File: src/dac_cmd_pkg.sv
// Package: constants, types and encodings for the quad DAC I2C command port.
// Assumes: single 10 MHz clock domain; pins synchronised inside the top module.
package dac_cmd_pkg;
  localparam int NUM_CH = 4;
  localparam int DATA_W = 16;
  localparam logic [4:0] ADDR_FIXED = 5'h03;
  localparam logic [3:0] CMD_NOP = 4'h0;
  localparam logic [3:0] CMD_WR_IN = 4'h1;
  localparam logic [3:0] CMD_UPD_DAC = 4'h2;
  localparam logic [3:0] CMD_WR_UPD = 4'h3;
  localparam logic [3:0] CMD_PWRDN = 4'h4;
  localparam logic [3:0] CMD_MASK = 4'h5;
  localparam int CMD_MSB = 23;
  localparam int SEL_MSB = 19;
  localparam int PD_W = 2;
  localparam logic [15:0] DATA_RST = 16'h0000;
  localparam logic [7:0] PD_RST = 8'h00;
  localparam logic [3:0] MASK_RST = 4'h0;
  localparam logic [3:0] BIT_LAST = 4'h7;
  localparam logic [1:0] BYTE_LAST = 2'h2;

  typedef enum logic [2:0] {
    ST_IDLE = 3'b000,
    ST_ADDR = 3'b001,
    ST_AACK = 3'b010,
    ST_WDAT = 3'b011,
    ST_WACK = 3'b100,
    ST_RDAT = 3'b101,
    ST_RACK = 3'b110
  } i2c_state_t;

  typedef struct packed {
    logic [3:0] cmd;
    logic [3:0] sel;
    logic [15:0] data;
  } frame_t;

  typedef struct packed {
    logic scl;
    logic sda;
  } i2c_pins_t;
endpackage : dac_cmd_pkg

File: src/quad_dac_i2c_command_port.sv
// Quad DAC I2C slave command port: frame decode, input/DAC registers, power-down modes.
// Assumes: scl, sda and load_update_n are asynchronous pins; sda is open drain outside.
`timescale 1ns/100ps
`default_nettype none

module quad_dac_i2c_command_port
  import dac_cmd_pkg::*;
(
  // Clock and reset
  input wire logic clk,
  input wire logic rst_b,
  input wire logic clk_en,
  // I2C pins
  input wire logic scl_in,
  input wire logic sda_in,
  output logic sda_out,
  output logic sda_oe,
  // Strap and load pins
  input wire logic addr_sel_hi_pin,
  input wire logic addr_sel_lo_pin,
  input wire logic load_update_n,
  // Channel outputs, A in the lowest slice
  output logic [NUM_CH*DATA_W-1:0] dac_code,
  output logic [NUM_CH*PD_W-1:0] pwrdn_mode,
  output logic [NUM_CH-1:0] load_mask
);

  function automatic logic [1:0] first_ch(input logic [3:0] sel);
    logic [1:0] r;
    r = 2'h0;
    if (sel[0]) r = 2'h0;
    else if (sel[1]) r = 2'h1;
    else if (sel[2]) r = 2'h2;
    else if (sel[3]) r = 2'h3;
    return r;
  endfunction

  // Pin synchronisers
  logic [1:0] scl_s_q, sda_s_q, ld_s_q, ahi_s_q, alo_s_q;
  always_ff @(posedge clk or negedge rst_b) begin
    if (!rst_b) begin
      scl_s_q <= 2'h3;
      sda_s_q <= 2'h3;
      ld_s_q <= 2'h3;
      ahi_s_q <= 2'h0;
      alo_s_q <= 2'h0;
    end else if (clk_en) begin
      scl_s_q <= {scl_s_q[0], scl_in};
      sda_s_q <= {sda_s_q[0], sda_in};
      ld_s_q <= {ld_s_q[0], load_update_n};
      ahi_s_q <= {ahi_s_q[0], addr_sel_hi_pin};
      alo_s_q <= {alo_s_q[0], addr_sel_lo_pin};
    end
  end

  logic scl_q, sda_q, ld_q;
  always_ff @(posedge clk or negedge rst_b) begin
    if (!rst_b) begin
      scl_q <= 1'b1;
      sda_q <= 1'b1;
      ld_q <= 1'b1;
    end else if (clk_en) begin
      scl_q <= scl_s_q[1];
      sda_q <= sda_s_q[1];
      ld_q <= ld_s_q[1];
    end
  end

  logic scl_rise, scl_fall, start_det, stop_det, ld_fall, ld_low;
  assign scl_rise = scl_s_q[1] & ~scl_q;
  assign scl_fall = ~scl_s_q[1] & scl_q;
  assign start_det = scl_s_q[1] & scl_q & sda_q & ~sda_s_q[1];
  assign stop_det = scl_s_q[1] & scl_q & ~sda_q & sda_s_q[1];
  assign ld_fall = ld_q & ~ld_s_q[1];
  assign ld_low = ~ld_s_q[1];

  logic [6:0] my_addr;
  assign my_addr = {ADDR_FIXED, ahi_s_q[1], alo_s_q[1]};

  // Bus state
  i2c_state_t state_q;
  logic [3:0] bit_q;
  logic [7:0] sh_q;
  logic [1:0] byte_q;
  logic [23:0] frame_q;
  logic rd_q, frame_go;
  logic [1:0] ptr_q;
  logic [15:0] tx_word;
  logic [DATA_W-1:0] in_reg_q [NUM_CH];
  logic [DATA_W-1:0] dac_reg_q [NUM_CH];
  logic [3:0] mask_q;
  logic [7:0] pd_q;
  frame_t frm;

  assign frm = frame_t'(frame_q);
  assign tx_word = in_reg_q[ptr_q];

  // Byte engine; data sampled on SCL rise, SDA driven after SCL fall
  always_ff @(posedge clk or negedge rst_b) begin
    if (!rst_b) begin
      state_q <= ST_IDLE;
      bit_q <= 4'h0;
      sh_q <= 8'h00;
      byte_q <= 2'h0;
      rd_q <= 1'b0;
    end else if (clk_en) begin
      if (stop_det) begin
        state_q <= ST_IDLE;
      end else if (start_det) begin
        state_q <= ST_ADDR;
        bit_q <= 4'h0;
      end else begin
        unique case (state_q)
          ST_IDLE: ;
          ST_ADDR, ST_WDAT: if (scl_rise) begin
            sh_q <= {sh_q[6:0], sda_q};
            bit_q <= bit_q + 4'h1;
          end else if (scl_fall && bit_q == BIT_LAST + 4'h1) begin
            bit_q <= 4'h0;
            if (state_q == ST_ADDR) begin
              if (sh_q[7:1] == my_addr) begin
                state_q <= ST_AACK;
                rd_q <= sh_q[0];
                byte_q <= 2'h0;
              end else begin
                state_q <= ST_IDLE;
              end
            end else begin
              state_q <= ST_WACK;
            end
          end
          ST_AACK, ST_WACK: if (scl_fall) begin
            state_q <= (state_q == ST_AACK && rd_q) ? ST_RDAT : ST_WDAT;
            if (state_q == ST_WACK) byte_q <= (byte_q == BYTE_LAST) ? 2'h0 : byte_q + 2'h1;
          end
          ST_RDAT: if (scl_fall) begin
            bit_q <= bit_q + 4'h1;
            if (bit_q == BIT_LAST) begin
              bit_q <= 4'h0;
              state_q <= ST_RACK;
            end
          end else if (scl_rise) begin
          end
          ST_RACK: if (scl_rise) begin
            byte_q <= byte_q ^ 2'h1;
            if (sda_q) state_q <= ST_IDLE;
          end else if (scl_fall) begin
            state_q <= ST_RDAT;
          end
          default: state_q <= ST_IDLE;
        endcase
      end
    end
  end

  // Frame assembly; the command byte also sets the readback pointer
  assign frame_go = clk_en && !stop_det && !start_det && state_q == ST_WACK && scl_fall && byte_q == BYTE_LAST;
  always_ff @(posedge clk or negedge rst_b) begin
    if (!rst_b) begin
      frame_q <= 24'h000000;
    end else if (clk_en && state_q == ST_WDAT && scl_fall && bit_q == BIT_LAST + 4'h1) begin
      frame_q <= {frame_q[15:0], sh_q};
    end
  end

  always_ff @(posedge clk or negedge rst_b) begin
    if (!rst_b) begin
      ptr_q <= 2'h0;
    end else if (clk_en) begin
      if (state_q == ST_WDAT && scl_fall && bit_q == BIT_LAST + 4'h1 && byte_q == 2'h0) begin
        ptr_q <= first_ch(sh_q[3:0]);
      end else if (state_q == ST_RACK && scl_rise && byte_q[0]) begin
        ptr_q <= ptr_q + 2'h1;
      end
    end
  end

  function automatic int rd_bit(input i2c_state_t st, input logic [3:0] b);
    return (st == ST_RDAT) ? int'(b) + 1 : 0;
  endfunction

  // SDA driver: acknowledge and read data
  always_ff @(posedge clk or negedge rst_b) begin
    if (!rst_b) begin
      sda_oe <= 1'b0;
    end else if (clk_en) begin
      if (stop_det || start_det) begin
        sda_oe <= 1'b0;
      end else if (scl_fall) begin
        if (state_q == ST_ADDR && bit_q == BIT_LAST + 4'h1) begin
          sda_oe <= (sh_q[7:1] == my_addr);
        end else if (state_q == ST_WDAT && bit_q == BIT_LAST + 4'h1) begin
          sda_oe <= 1'b1;
        end else if ((state_q == ST_AACK && rd_q) || (state_q == ST_RACK) ||
                     (state_q == ST_RDAT && bit_q != BIT_LAST)) begin
          sda_oe <= ~(byte_q[0] ? tx_word[7 - rd_bit(state_q, bit_q)] :
                      tx_word[15 - rd_bit(state_q, bit_q)]);
        end else begin
          sda_oe <= 1'b0;
        end
      end else if (state_q == ST_RACK && scl_rise && !sda_q) begin
        sda_oe <= 1'b0;
      end
    end
  end
  assign sda_out = 1'b0;

  // Channel registers
  always_ff @(posedge clk or negedge rst_b) begin
    if (!rst_b) begin
      mask_q <= MASK_RST;
      pd_q <= PD_RST;
    end else if (frame_go) begin
      if (frm.cmd == CMD_PWRDN) pd_q <= sh_q;
      if (frm.cmd == CMD_MASK) mask_q <= sh_q[3:0];
    end
  end

  generate
    for (genvar c = 0; c < NUM_CH; c++) begin : g_ch
      logic wr_in, upd;
      assign wr_in = frame_go && frm.sel[c] && (frm.cmd == CMD_WR_IN || frm.cmd == CMD_WR_UPD);
      assign upd = frame_go && frm.sel[c] && (frm.cmd == CMD_UPD_DAC);
      always_ff @(posedge clk or negedge rst_b) begin
        if (!rst_b) begin
          in_reg_q[c] <= DATA_RST;
        end else if (wr_in) begin
          in_reg_q[c] <= frm.data;
        end
      end
      always_ff @(posedge clk or negedge rst_b) begin
        if (!rst_b) begin
          dac_reg_q[c] <= DATA_RST;
        end else if (frame_go && frm.sel[c] && (frm.cmd == CMD_WR_UPD ||
                     (frm.cmd == CMD_WR_IN && ld_low && !mask_q[c]))) begin
          dac_reg_q[c] <= frm.data;
        end else if (upd) begin
          dac_reg_q[c] <= in_reg_q[c];
        end else if (clk_en && ld_fall && !mask_q[c]) begin
          dac_reg_q[c] <= in_reg_q[c];
        end
      end
      always_ff @(posedge clk or negedge rst_b) begin
        if (!rst_b) begin
          dac_code[c*DATA_W +: DATA_W] <= DATA_RST;
        end else if (clk_en) begin
          dac_code[c*DATA_W +: DATA_W] <= dac_reg_q[c];
        end
      end
    end
  endgenerate

  always_ff @(posedge clk or negedge rst_b) begin
    if (!rst_b) begin
      pwrdn_mode <= PD_RST;
      load_mask <= MASK_RST;
    end else if (clk_en) begin
      pwrdn_mode <= pd_q;
      load_mask <= mask_q;
    end
  end

  // Decoded event used by the a_upd_copy check below
  logic upd_any;
  assign upd_any = frame_go && frm.cmd == CMD_UPD_DAC;
endmodule // quad_dac_i2c_command_port
`default_nettype wire

File: config.mk
export PLATFORM = sky130hd
export DESIGN_NAME = quad_dac_i2c_command_port
export DESIGN_NICKNAME = d
export VERILOG_FILES = /design/src/dac_cmd_pkg.sv /design/src/quad_dac_i2c_command_port.sv
export SDC_FILE = /design/constraint.sdc
export NUM_CORES = 1
export LEC_CHECK = 0
export BUFFER_PORTS_ARGS = -buffer_cell sky130_fd_sc_hd__buf_4
export CORE_ASPECT_RATIO = 1.75
export CORE_MARGIN = 10
export CORE_UTILIZATION = 50
export CTS_CLUSTER_DIAMETER = 30
export DETAILED_ROUTE_END_ITERATION = 8
export PLACE_DENSITY = 0.71
export SLEW_MARGIN = 25
export SYNTH_ARGS = -nofsm -noshare
export SYNTH_HDL_FRONTEND = slang
export SYNTH_SLANG_ARGS = --single-unit
File: constraint.sdc
create_clock -name clk -period 2.4 [get_ports clk]
set_input_delay 0.6 -clock clk [delete_from_list [all_inputs] [get_ports clk]]
set_output_delay 0.6 -clock clk [all_outputs]
set_load 0.02 [all_outputs]
## Yosys cells after proc, flatten, opt, wreduce, memory -nomap -nowiden

Index checks and enable logic that the tools add are counted.

- Reductions and logical operators: 83
- Equality and inequality tests: 33
- Add/sub/neg operators: 6
- Multiplexer cells: 64
- Bitwise gates (word level): 20
- Magnitude comparators: 3

Operators by type and width:

| kind | count |
|---|---|
| $mux 16 | 14 |
| $logic_and 1x1->1 | 45 |
| $mux 3 | 12 |
| $bmux 16 s2 | 1 |
| $lt 32x6->1 const B | 1 |
| $sub 4x32->32 const A | 1 |
| $mux 2 | 14 |
| $ne 4x4->1 const B | 6 |
| $reduce_and 11->1 | 2 |
| $reduce_bool 3->1 | 7 |
| $mux 4 | 5 |
| $pmux 3 s5 | 1 |
| $ne 2x2->1 const B | 7 |
| $eq 4x3->1 const B | 3 |
| $mux 1 | 12 |
| $not 1->1 | 11 |
| $ne 5x5->1 const B | 2 |
| $reduce_and 5->1 | 2 |
| $eq 3x3->1 const B | 3 |
| $reduce_and 9->1 | 1 |
| $and 1x1->1 | 8 |
| $bmux 1 s4 | 2 |
| $eq 4x2->1 const B | 2 |
| $logic_or 1x1->1 | 8 |
| other kinds (25) | 39 |

- Output and inout bits: 78
- Register bits: 274
- Input bits: 8

## Logic depth before layout (Yosys ltp)

- Word-level depth: 14
- Mapped depth: 10
- Gate-level depth less buffers: 8

## Worst setup path after synthesis

OpenSTA, ideal clock, no wires.

- Path type: register -> register
- Start point: reg scl_q
- End point: reg in_reg_q[22] (netlist name)
- Setup slack: 0.068 ns
- Library setup time: 0.125 ns
- Stages on the path, launching flop included: 10
- Period minus slack after synthesis: 2.332 ns
- Arrival: 2.207 ns
- Data required time: 2.275 ns
- Path buffers: 3
- Cells stage by stage: dfstp_2 -> ha_1 -> inv_1 -> a211oi_4 -> and2_4 -> buf_6 -> and3_1 -> buf_4 -> buf_6 -> mux2_2

- Cells in the longest elaborated chain, start to end: 11
- Elaborated cells between the ends (all ways): 15

RTL lines:

| item | line | text |
|---|---|---|
| from (decl) | quad_dac_i2c_command_port.sv:56 | `logic scl_q, sda_q, ld_q;` |
| from (signal assigned) | quad_dac_i2c_command_port.sv:63 | `scl_q <= scl_s_q[1];` |
| $and 1x1->1 | quad_dac_i2c_command_port.sv:72, quad_dac_i2c_command_port.sv:73 |  |
| $and 1x1->1 (2 in series) | quad_dac_i2c_command_port.sv:73 | `assign stop_det = scl_s_q[1] & scl_q & ~sda_q & sda_s_q[1];` |
| $logic_not 1->1 | quad_dac_i2c_command_port.sv:157 | `assign frame_go = clk_en && !stop_det && !start_det && state_q == ST_WACK && scl_fall && byte_q == BYTE_LAST;` |
| $logic_and 1x1->1 (3 in series) | quad_dac_i2c_command_port.sv:157 |  |
| $logic_and 1x1->1 (*) (2 in series) | quad_dac_i2c_command_port.sv:157 |  |
| $logic_and 1x1->1 (*) (2 in series) | quad_dac_i2c_command_port.sv:222 | `assign wr_in = frame_go && frm.sel[c] && (frm.cmd == CMD_WR_IN \|\| frm.cmd == CMD_WR_UPD);` |
| to (signal, indexed assignment) | quad_dac_i2c_command_port.sv:228 | `in_reg_q[c] <= frm.data;` |
| to (decl) | quad_dac_i2c_command_port.sv:89 | `logic [DATA_W-1:0] in_reg_q [NUM_CH];` |

Mark *: on every way between the ends. The rest lies on a longest branch, timed or not.
A chain may end at the register's enable or synchronous reset.

## Worst setup path after layout

- Start point: reg bit_q[0]
- End point: reg bit_q[3]

- Cells in the longest elaborated chain, start to end: 5
- Elaborated cells between the ends (all ways): 11

RTL lines:

| item | line | text |
|---|---|---|
| from (decl) | quad_dac_i2c_command_port.sv:82 | `logic [3:0] bit_q;` |
| from (signal assigned) | quad_dac_i2c_command_port.sv:117 | `bit_q <= bit_q + 4'h1;` |
| from (signal assigned) | quad_dac_i2c_command_port.sv:137 | `bit_q <= bit_q + 4'h1;` |
| $add 4x1->4 / $eq 4x3->1 (equally long branches) | quad_dac_i2c_command_port.sv:117, quad_dac_i2c_command_port.sv:137, quad_dac_i2c_command_port.sv:138 |  |
| $mux 4 | quad_dac_i2c_command_port.sv:138 | `if (bit_q == BIT_LAST) begin` |
| $mux 4 | quad_dac_i2c_command_port.sv:136 | `ST_RDAT: if (scl_fall) begin` |
| $pmux 4 s2 | quad_dac_i2c_command_port.sv:113 | `unique case (state_q)` |
| $mux 4 | quad_dac_i2c_command_port.sv:109 | `end else if (start_det) begin` |

Parallel ways exist; a longest one is shown, timed or not. The select of a mux whose other input is x is not followed.

==> impl_metrics.py <==
metrics = {
    "sta": {
        "fin_crit_sh": 0.9220,
        "finalCriticalPeriod_ns": 2.213,
        "tns_ns": 0,
        "tightestPinTransition_ns": 0.5318,
        "clock_skew_ns": 0.02130,
        "clock.fmax_ghz": 0.4519,
        "maxSlewViolCount": 0,
        "finalSetupViolations": 0,
        "rsz0062_at_grt": "false",
        "slew_headroom": 0.6455,
        "hold_viol": 0,
    },
    "grt": {
        "grt_pass1_wl_microns": 47440,
        "antenna_found_initial": 0,
        "grt_start_max_net_pins": 72,
        "grt_remaining_overflow": 0,
        "grt_pass1_vias": 8400,
        "grt.total_usage": 0.1854,
    },
    "clocking": {
        "cts_tree": "done",
        "path_clk_slew_ns": 0.05,
        "clk_latency_ns": 0.53,
        "cts_setup_buffers": 0,
        "htreeDepth": 2,
        "cts_buffer_depth": 3,
        "clock_sinks": 274,
        "cts-root-buf": "clkbuf_16",
        "cts_made_buffers": 39,
    },
    "floorplan": {
        "pin_count": 86,
        "die_h_microns": 228.3,
        "start_util": 0.5051,
        "die-area_sq_mm": 0.03173,
        "core_sq_mm": 0.02453,
        "die_w_microns": 139.0,
        "rows": 76,
    },
    "synthesis": {
        "synth_edf_count": 0,
        "ys_types": 64,
        "yosysWarnings": 0,
        "synth_nets": 975,
        "synth-seq-area-share": 0.5542,
        "syn_area_sq_mm": 0.01239,
        "synth-seq-cells": 274,
        "syn_area_per_cell_sq_um": 12.88,
        "async_reset_ff_frac": 1.000,
        "synth_area_leaders": "dfrtp_1 54%, mux2_2 18%, mux2i_1 5.5%",
        "synth_cells": 962,
        "synth.largest_area_cell": "dfrtp_1",
        "synth_top_cell_area_share": 0.5351,
        "synth_ff_type": "dfrtp_1",
    },
    "job": {
        "maxCapViolCount": 0,
    },
    "final_layout": {
        "diodes": 0,
        "nFillCells": 1971,
        "drive_gt1_frac": 0.4042,
        "synthToLayoutAreaGrowth_pct": 20.91,
        "nets": 1074,
    },
    "route": {
        "wl_per_cell_microns": 21.10,
        "vias": 8044,
        "drtIter0Drc": 382,
        "firstDrtPassIters": 5,
        "ant_nets": 0,
        "wl_microns": 29610,
        "viasPerCell": 5.733,
        "drc_errors": 0,
    },
    "setup_path": {
        "reg2reg_slack_ns": 0.19,
        "crit_type": "flop to flop",
        "cp.required_ns": 2.83,
        "worstPathArrival_ns": 2.64,
        "critical_path.max_fanout": 9,
        "startpoint_type": "flop",
        "crit_path_end_kind": "flop",
    },
    "power": {
        "peakVddDrop_uv": 725.2,
        "leakagePower_nw": 7.344,
        "finalPower_w": 0.01513,
        "pwr_density_cell_mw_per_mm2": 1010,
    },
    "min_path": {
        "hold_class": "input pin to flop",
    },
    "placement": {
        "dpl.hpwl_microns": 20890,
        "place.gp.congestion": 0.9819,
        "io_buffers": 84,
    },
    "outcome": {
        "status": "complete, no violations",
    },
}
-- critical path, stage by stage, from the launching register on --
cell      delay (ns)
dfrtp_2         0.47
inv_2           0.09
ha_1            0.19
nor4bb_1        0.26
o211ai_1        0.12
nand2_1         0.09
o211ai_1        0.11
or4_1           0.60
o21ai_0         0.19
-- cell type report --
type,instances,area [sq um],share of cell area
Sequential cell,274,6869,0.4585
Multi-Input combinational cell,601,5119,0.3416
Timing Repair Buffer,131,1181,0.07883
Clock buffer,47,1079,0.07198
Tap cell,312,390.4,0.02605
Clock inverter,24,292.8,0.01954
Inverter,14,52.55,0.003507
-- repair_timing --
item	in CTS	in global routing
endpoints found under the hold margin	36	0
setup endpoints to repair	0	2
hold buffers	1	0
resized for setup	0	3
-- through the flow --
stage                 util  area [sq um]  cells  setup slack, ns  hold slack (ns)
floorplan                -         12390    962          0.06839           0.3044
global placement    0.5542         13600   1331           0.1775           0.4857
detailed placement  0.5542         13600   1331           0.1157           0.4905
CTS                 0.6105         14980   1403           0.1319           0.3017
global route        0.6107         14980   1403         0.007947           0.3047
finish              0.6107         14980   1403           0.1872           0.3175
-- cell usage after synthesis (6+ instances only) --
| library cell | count |
|---|---|
| nand2_1 | 31 |
| nor2_1 | 87 |
| nand3_1 | 7 |
| dfstp_2 | 9 |
| dfrtp_1 | 265 |
| mux4_2 | 16 |
| clkbuf_1 | 30 |
| mux2_2 | 198 |
| buf_6 | 6 |
| buf_2 | 15 |
| a21oi_1 | 78 |
| and3_1 | 9 |
| buf_1 | 17 |
| nor3_1 | 7 |
| mux2i_1 | 68 |
| inv_1 | 13 |
| o21ai_0 | 16 |
-- placed cells by master, fill, tap and decap left out, types with 6 or more instances in the layout --
cell	n
dfrtp_1	264
mux2_2	198
buf_4	114
nor2_1	87
a21oi_1	78
mux2i_1	68
clkbuf_16	41
nand2_1	31
o21ai_0	16
mux4_2	16
buf_12	15
inv_1	13
and3_1	9
dfstp_2	9
nor3_1	7
nand3_1	7
inv_6	7
clkinv_4	6
-- layer usage --
metal | vias to the layer above | part of all wire | global-route usage
met2 | 225 | 0.55 | 0.3381
met4 | 0 | 0.034 | 0.07886
li1 | 3655 | - | -
met1 | 4102 | 0.38 | 0.2076
met3 | 62 | 0.040 | 0.02912
met5 | - | 0 | 0
-- worst paths after layout --
kind                               start            to  depth (start not counted)
max in group asynchronous          rst_b   dac_code[3]                          3
worst max register to register  bit_q[0]      bit_q[3]                          8
worst max-delay path            bit_q[0]      bit_q[3]                          8
min in group asynchronous          rst_b  in_reg_q[50]                          2
worst min register to register   pd_q[3]       pd_q[3]                          1
worst min-delay path              scl_in    scl_s_q[0]                          2
-- power by group --
group	leakage (nW)	internal (W)	switching [W]	total, W
clock	0.670	0.00372	0.00220	0.00592
sequential	3.51	0.00563	0.000622	0.00625
combinational	3.16	0.00139	0.00156	0.00295
total	7.34	0.0107	0.00439	0.0151
-- registers in the layout, indices dropped and copies added, names as in the netlist --
name        cells
bit_q           4
in_reg_q       64
scl_s_q         2
dac_code       64
rd_q            1
pd_q            8
ld_q            1
ld_s_q          2
sh_q            8
mask_q          4
scl_q           1
pwrdn_mode      8
sda_oe          1
ptr_q           2
frame_q        24
sda_q           1
ahi_s_q         2
alo_s_q         2
dac_reg_q      64
state_q         3
sda_s_q         2
byte_q          2
load_mask       4
-- cells by family after synthesis --
logic type,Yosys count,share of synthesized area
compound gates,126,0.06603
xor+xnor,7,0.005554
fa+ha+maj,5,0.005048
buf+inv,87,0.03302
flops,274,0.5542
mux,282,0.2639
other cells,1,0.0003026
simple gates,180,0.07189
No activity file was read; power rests on OpenSTA's default activity.
